===== config.mk =====
export PLATFORM = sky130hd
export DESIGN_NAME = amx_top
export DESIGN_NICKNAME = d
export VERILOG_FILES = /design/src/core/amx_pkg.sv /design/src/core/amx_decode.sv /design/src/core/amx_top.sv
export SDC_FILE = /design/constraint.sdc
export NUM_CORES = 1
export LEC_CHECK = 0
export BUFFER_PORTS_ARGS = -buffer_cell sky130_fd_sc_hd__buf_2
export CORE_MARGIN = 2
export CORE_UTILIZATION = 31
export DETAILED_ROUTE_END_ITERATION = 10
export PLACE_DENSITY = 0.75
export SYNTH_ARGS = -nofsm -noshare
export SYNTH_HDL_FRONTEND = slang
export SYNTH_SLANG_ARGS = --single-unit

===== constraint.sdc =====
create_clock -name i_core_clk -period 1.2 [get_ports i_core_clk]
set_clock_uncertainty 0.15 [all_clocks]
set_input_delay 0.24 -clock i_core_clk [delete_from_list [all_inputs] [get_ports i_core_clk]]
set_output_delay 0.24 -clock i_core_clk [all_outputs]
set_load 0.1 [all_outputs]

===== src/core/amx_pkg.sv =====
// Package for the analog input-select control block: map, fields, carriers.
package amx_pkg;
   localparam logic [31:0] AMX_ADDR_INPUT_SEL  = 32'h0000_0003;
   localparam logic [31:0] AMX_ADDR_STATUS     = 32'h0000_0004;
   localparam logic [31:0] AMX_BYTE_ADDR_SCALE = 32'h0000_0004;
   localparam int          AMX_BIT_PIN1        = 0;
   localparam int          AMX_BIT_PIN2        = 1;
   localparam int          AMX_BIT_PIN3        = 2;
   localparam int          AMX_BIT_PIN4        = 3;
   localparam int          AMX_BIT_RAIL        = 4;
   localparam int          AMX_BIT_DIVIDED     = 5;
   localparam int          AMX_BIT_DIRECT      = 6;
   localparam int          AMX_BIT_CAP_OFFSET  = 0;
   localparam logic [7:0]  AMX_INPUT_SEL_RESET = 8'h00;
   localparam logic [7:0]  AMX_STATUS_RESET    = 8'h00;
   localparam logic [7:0]  AMX_INPUT_SEL_MASK  = 8'h7f;
   localparam logic [7:0]  AMX_STATUS_MASK     = 8'h01;
   localparam logic [1:0]  AMX_HTRANS_NONSEQ   = 2'h2;
   localparam logic [2:0]  AMX_HSIZE_WORD      = 3'h2;

   typedef enum logic [1:0]
   {
      AMX_CMP_HOLD    = 2'h0,
      AMX_CMP_DIVIDED = 2'h1,
      AMX_CMP_DIRECT  = 2'h2,
      AMX_CMP_TEMP    = 2'h3
   } amx_cmp_src_t;

   typedef struct packed
   {
      logic [3:0] pin_switch_en;
      logic       supply_rail_en;
      logic       ground_rail_en;
   } amx_chan_sw_t;

   typedef struct packed
   {
      logic direct_en;
      logic divided_en;
      logic comp_switch_en;
      logic temp_diode_en;
      logic cap_offset_en;
   } amx_cmp_sw_t;
endpackage : amx_pkg


===== src/core/amx_decode.sv =====
// Combinational decode from the select bytes to the analog switch enables.
module amx_decode
   import amx_pkg::*;
(
   input  wire logic [7:0]   i_input_sel,
   input  wire logic [7:0]   i_status,
   output amx_chan_sw_t      o_chan,
   output amx_cmp_sw_t       o_cmp
);
   wire logic [3:0]   pins_on;
   wire logic         any_pin;
   wire amx_cmp_src_t src;

   // Pins need no interlock: each bit maps straight to its switch.
   assign pins_on = i_input_sel[AMX_BIT_PIN4:AMX_BIT_PIN1];
   assign any_pin = |pins_on;
   assign src     = amx_cmp_src_t'({i_input_sel[AMX_BIT_DIRECT], i_input_sel[AMX_BIT_DIVIDED]});

   assign o_chan.pin_switch_en  = pins_on;
   assign o_chan.supply_rail_en = ~any_pin & i_input_sel[AMX_BIT_RAIL];
   assign o_chan.ground_rail_en = ~any_pin & ~i_input_sel[AMX_BIT_RAIL];

   // Both path bits select the diode, never divider and direct together.
   assign o_cmp.direct_en      = (src == AMX_CMP_DIRECT);
   assign o_cmp.divided_en     = (src == AMX_CMP_DIVIDED);
   assign o_cmp.comp_switch_en = (src == AMX_CMP_DIVIDED);
   assign o_cmp.temp_diode_en  = (src == AMX_CMP_TEMP);
   assign o_cmp.cap_offset_en  = i_status[AMX_BIT_CAP_OFFSET];
endmodule : amx_decode


===== src/core/amx_top.sv =====
// AHB-Lite register slave driving the analog channel and comparator switches.
// Operation
// - Select register at address 0x0003 holds controls.
// - Each pin bit closes its own switch.
// - No pins set: rail bit picks supply/ground.
// - Any pin set opens both rail switches.
// - Register changes go straight to switches.
// - Pin switches ignore digital port configuration.
// - Comparator bus ends on comparator 2 negative.
// - Path bits: hold, divided, direct, temperature.
// - Both path bits select temperature diode.
// - Status offset bit steers sample capacitor reference.
// - Divided path also enables compensation switch.
//
// The implementer's own choice: register access over AHB-Lite.
module amx_top
   import amx_pkg::*;
(
   input  wire logic         i_core_clk,
   input  wire logic         i_rst_n,
   input  wire logic         i_hsel,
   input  wire logic [31:0]  i_haddr,
   input  wire logic [1:0]   i_htrans,
   input  wire logic         i_hwrite,
   input  wire logic [2:0]   i_hsize,
   input  wire logic [31:0]  i_hwdata,
   input  wire logic         i_hready,
   output logic      [31:0]  o_hrdata,
   output logic              o_hreadyout,
   output logic              o_hresp,
   output amx_chan_sw_t      o_chan,
   output amx_cmp_sw_t       o_cmp
);
   logic         [7:0]  input_sel;
   logic         [7:0]  status;
   logic                wr_pend;
   logic                wr_is_sel;
   logic                wr_is_stat;
   wire  logic          take;
   wire  logic          hit_sel;
   wire  logic          hit_stat;
   wire  logic   [7:0]  next_input_sel;
   wire  logic   [7:0]  next_status;
   wire  logic   [31:0] next_rdata;
   wire  amx_chan_sw_t  next_chan;
   wire  amx_cmp_sw_t   next_cmp;

   // Byte address is four times the printed index, one aligned word each.
   assign take     = i_hsel & i_hready & (i_htrans == AMX_HTRANS_NONSEQ);
   assign hit_sel  = (i_haddr == AMX_ADDR_INPUT_SEL * AMX_BYTE_ADDR_SCALE);
   assign hit_stat = (i_haddr == AMX_ADDR_STATUS * AMX_BYTE_ADDR_SCALE);

   assign next_input_sel = (wr_pend & wr_is_sel) ? (i_hwdata[7:0] & AMX_INPUT_SEL_MASK)
                                                 : input_sel;
   assign next_status    = (wr_pend & wr_is_stat) ? (i_hwdata[7:0] & AMX_STATUS_MASK)
                                                  : status;
   assign next_rdata     = hit_sel  ? {24'h00_0000, input_sel} :
                           hit_stat ? {24'h00_0000, status}    : 32'h0000_0000;

   // The decode sees next values so switches follow at the write's data-phase edge.
   amx_decode u_decode
   (
      .i_input_sel (next_input_sel),
      .i_status    (next_status),
      .o_chan      (next_chan),
      .o_cmp       (next_cmp)
   );

   always_ff @(posedge i_core_clk)
   begin
      if (!i_rst_n)
      begin
         wr_pend    <= 1'b0;
         wr_is_sel  <= 1'b0;
         wr_is_stat <= 1'b0;
      end
      else
      begin
         wr_pend    <= take & i_hwrite;
         wr_is_sel  <= hit_sel;
         wr_is_stat <= hit_stat;
      end
   end

   // No break-before-make: one write may move several switches at once.
   always_ff @(posedge i_core_clk)
   begin
      if (!i_rst_n)
      begin
         input_sel   <= AMX_INPUT_SEL_RESET;
         status      <= AMX_STATUS_RESET;
         o_chan      <= '0;
         o_cmp       <= '0;
         o_hrdata    <= 32'h0000_0000;
         o_hreadyout <= 1'b0;
         o_hresp     <= 1'b0;
      end
      else
      begin
         input_sel   <= next_input_sel;
         status      <= next_status;
         o_chan      <= next_chan;
         o_cmp       <= next_cmp;
         o_hrdata    <= (take & ~i_hwrite) ? next_rdata : 32'h0000_0000;
         o_hreadyout <= 1'b1;
         o_hresp     <= 1'b0;
      end
   end
endmodule : amx_top


# Yosys cells after proc, flatten, opt, wreduce, memory -nomap -nowiden
# Cells that the tools add are included.
totals:
  regBits: 53
  input_bits: 74
  out_inout_bits: 45
  elab_cells: 43
op_classes:
  eq_ne: 6
  mux: 4
  bitwise_logic: 14
  reduce_logical: 4
op_table:
  columns: ["cell", "n"]
  rows:
  - ["equality test 32 x 4 -> 1 bit, second input constant", 1]
  - ["equality test 32 x 5 -> 1 bit, second input constant", 1]
  - ["2-to-1 mux 7 bit", 2]
  - ["AND 1 bit", 8]
  - ["equality test 2 bit, second input constant", 3]
  - ["NOT 1 bit", 6]
  - ["OR reduction 4 bit", 1]
  - ["OR reduction 3 bit", 1]
  - ["equality test 2 x 1 -> 1 bit, second input constant", 1]
  - ["2-to-1 mux 1 bit", 2]
  - ["AND reduction 2 bit", 1]
  - ["OR reduction 2 bit", 1]

# Logic depth before layout (Yosys ltp)
logic_depth:
  ltp_word: 6
  ltp_mapped: 4
  mapped_depth_nobuf: 3

# Hierarchy
# From an unflattened synthesis, not the netlist that was laid out.
hier_totals:
  hier_cells: 164
  area_unflattened_um2: 1712.9
modules_own_cells:
  columns: ["mod", "n_inst", "cells_per_inst", "area_each_um2"]
  rows:
  - ["amx_top", 1, 152, 1629.1]
  - ["amx_decode", 1, 12, 83.8]

# Least setup slack after synthesis
# OpenSTA, ideal clock, no wires.
synth_path:
  path_kind: "register to output"
  from: "register o_cmp[2] (netlist name)"
  to: "output port o_cmp[3] (netlist bit)"
  arrival_ns: 1.356
  t_required_ns: 0.810
  setup_slack_ns: -0.546
  stages_incl_launch_ff: 2
  n_path_buf: 1
  path_cell_list: "dfxtp_1 buf_4"
synth_rtl:
  columns: ["item", "line_no", "source"]
  rows:
  - ["end: declaration", "amx_top.sv:32", "output amx_cmp_sw_t o_cmp"]

==> run summary <==
==============================================================================
Dominant combinational cell family by area after synthesis        simple AND/OR/NAND/NOR gates
Post-detailed-route via-to-cell ratio                                    4.580
Max incr delay on CP                                                    340 ps
Hold endpoint                                                     wr_pend$_SDFF_PN0_
Root Buffer                                                           clkbuf_8
Post-layout worst setup margin                                       -64.52 ps
Final routed wirelength across all metal layers                        3113 um
Input/output buffers                                                        64
Number of DRC markers in iteration 0                                        20
Depth of the worst register-to-register path                                 4
Maximum net fanout on the critical path                                      2
Post-synthesis cell count                                                  125
Number of remaining DRC errors                                               0
Minimum period implied by the final worst setup slack                  1265 ps
Required time of the critical path                                      810 ps
Grt ovf                                                                      0
Antenna fix cells                                                            0
Die width                                                             65.04 um
Fin. max-slew vios                                                           0
Placed cell count                                                          238
# setup viols final                                                         12
Static power due to leakage                                          0.9181 nW
Power density of the placed cells                                 939.6 nW/um^2
Count of non-filler cells in the finished layout                           250
Clock tree from TritonCTS                                                  yes
Largest area contributor in the synthesized netlist                    dfxtp_1
Die ar.                                                             4230 sq um
Total count of hold-check failures in the final report                       0
Post-synthesis cell area                                            1155 sq um
Violated checks                                                   setup timing
Total Negative Setup Slacks                                          -469.6 ps
Primary flip-flop cell chosen by synthesis mapping                     dfxtp_1
Post-layout nets                                                           277
Most common cell in the netlist                                          buf_4
DR vias                                                                   1145
# rows                                                                      22
Global placer's final weighted congestion                               0.7935
Deepest clock path buffer count                                              2
Number of H-tree levels                                                      1
Ys async rst share                                                          0%
Fraction of final layout cells sized beyond drive strength 1            61.39%
Outcome                                                           complete, but fails checks
R2r endpoint                                                      o_chan[0]$_SDFF_PN0_
Xor-xnor portion of the synthesized cell area                               0%
Final-layout worst hold slack                                         63.78 ps
Most area-consuming cells after synthesis                         dfxtp_1, buf_4, nor4_2
Antenna violation net count after detailed routing                           0
Crit end category                                                   output pin
Pin count of the biggest net entering global routing                        15
Via count of the first global-routing pass                                 932
Worst-path cell chain                                             buf_6 > buf_12
Mux share of post-synthesis cell area                                   4.442%
Area share of fa/ha/maj cells after synthesis                               0%
Setup repair after global routing missed its margin                       true
Cell class contributing the biggest share of worst-path delay       flip-flops
Top-Level Pins                                                             119
Number of instances on the worst hold path                                   2
Achievable clock frequency                                           790.8 MHz
Worst-path clk slew                                                      80 ps
Synth cell types                                                            23
Initial Utilization                                                     31.78%
Register-to-register path setup slack                                    20 ps
Wire length of the first global-routing pass                           3870 um
Cell with the largest stage delay on the worst path                    dfxtp_2
Final-layout fill cell count                                               325
Area growth from synthesis to layout                                    82.02%
Final critical-path share of the clock period                           105.4%
Maximum capacitance violations                                               0
Antenna violations before repair                                             0
Clock Sinks                                                                 24
Synth Area in Compound Gates                                            2.925%
Critical path launch point type                                      flip-flop
Number of flops mapped to enable cells by yosys                              0
Synth warn                                                                   0
Seq/Total Area, Yosys                                                   41.60%
Hold Crit Start                                                       i_hwrite
R2r startpoint                                                    o_chan[4]$_SDFF_PN0_
Clock buffer count from CTS                                                  3
Top cells by count, synth                                         buf_4, dfxtp_1, nand2_1
Total global routing track utilization                                  11.85%
DR WL/cell                                                            12.45 um
Path class of the lowest-slack min-delay path                        in -> reg
Maximum ir drop on the vdd rail                                      0.4605 mV
Synthesized area divided by synthesized cell count                 9.239 sq um
Total iterations of the first detailed-routing run                           4
Endpoint arrival time on the critical path                              870 ps
Buffers plus inverters on the worst setup path                               2
Synth Area in Simple Gates                                              29.14%
Placeable Area                                                      3633 sq um
Detailed-placement wirelength estimate                                 2180 um
Synth Register Bits                                                         24
Proportion of netlist area held by the largest area contributor         41.60%
Worst setup path class                                              reg -> out
Hold-fix buffer count after cts                                              0
Die height                                                            65.04 um
Clock latency on the worst-skew pair                                    270 ps
==============================================================================
==> state kept, by name (all words and copies together), names as in the netlist <==
register     cells
o_cmp            3
wr_pend          1
wr_is_stat       1
o_hreadyout      1
o_chan           5
status           1
wr_is_sel        1
o_hrdata         7
input_sel        4
==> cell usage in the layout (no fill, tap or decap), drive strengths merged <==
cell type / count
and3b: 1
inv: 1
a21oi: 5
buf: 80
nor2: 5
nand3b: 1
nor4: 15
nor3b: 1
clkbuf: 4
a32oi: 1
conb: 26
nand3: 6
and3: 2
mux2i: 4
dfxtp: 24
nor3: 6
mux2: 1
and4b: 1
nand2: 14
nand4: 4
==> worst max-delay path by stage <==
stage                                        from                     end  slack, ps  cells after the start
after detailed placement              i_haddr[12]  o_hrdata[2]$_SDFF_PN0_       -270                      4
after global routing                  i_haddr[12]  o_hrdata[1]$_SDFF_PN0_       -100                      4
after global placement                i_haddr[31]  o_hrdata[5]$_SDFF_PN0_       -240                      4
final                     input_sel[3]$_SDFF_PN0_               o_chan[5]        -60                      2
after CTS                    o_chan[3]$_SDFF_PN0_               o_chan[3]        -70                      2
after floorplan               o_cmp[2]$_SDFF_PN0_                o_cmp[3]        -50                      1
==> per-layer routing <==
layer / GRT usage (%) / part of all wire [%]
met5: 0 / 0
met4: 6.250 / 4.3
met3: 1.910 / 6.6
met2: 21.01 / 54
met1: 13.58 / 36
==> what timing repair did <==
| action | CTS | global route |
|---|---|---|
| gates cloned | 0 | 2 |
| setup buffers | 5 | 1 |
| gates resized for setup | 8 | 21 |
| endpoints found under the setup margin | 7 | 23 |
| pin swaps | 0 | 9 |
==> kinds of logic after synthesis <==
family | after synthesis
mux | 5
buf+inv | 35
compound gates | 6
simple gates | 54
flops | 24
other cells | 1
==> metrics by stage <==
stage	power, mW	util [%]	instance area [sq um]	worst slack, ps
3_3_place_gp	1.337	49.90	1813	-242.8
3_5_place_dp	1.341	49.90	1813	-269.0
4_1_cts	1.953	53.31	1937	-69.83
5_1_grt	2.035	57.85	2102	-99.39
6_report	1.975	57.85	2102	-64.52
2_1_floorplan	1.289	-	1324	-51.61
==> area by class of cell <==
class	count	area, sq um	share of cell area (%)
Multi-Input combinational cell	93	678.2	32.26
Timing Repair Buffer	80	778.2	37.02
Inverter	1	3.754	0.1786
Tap cell	48	60.06	2.857
Clock buffer	4	66.31	3.155
Sequential cell	24	515.5	24.52
==> report_power, final <==
group          total, mW  switching [mW]  internal (mW)
clock network      0.620           0.258          0.362
logic              0.560           0.459          0.102
registers          0.795         0.00362          0.791
Power figures use the tool's default switching activity.
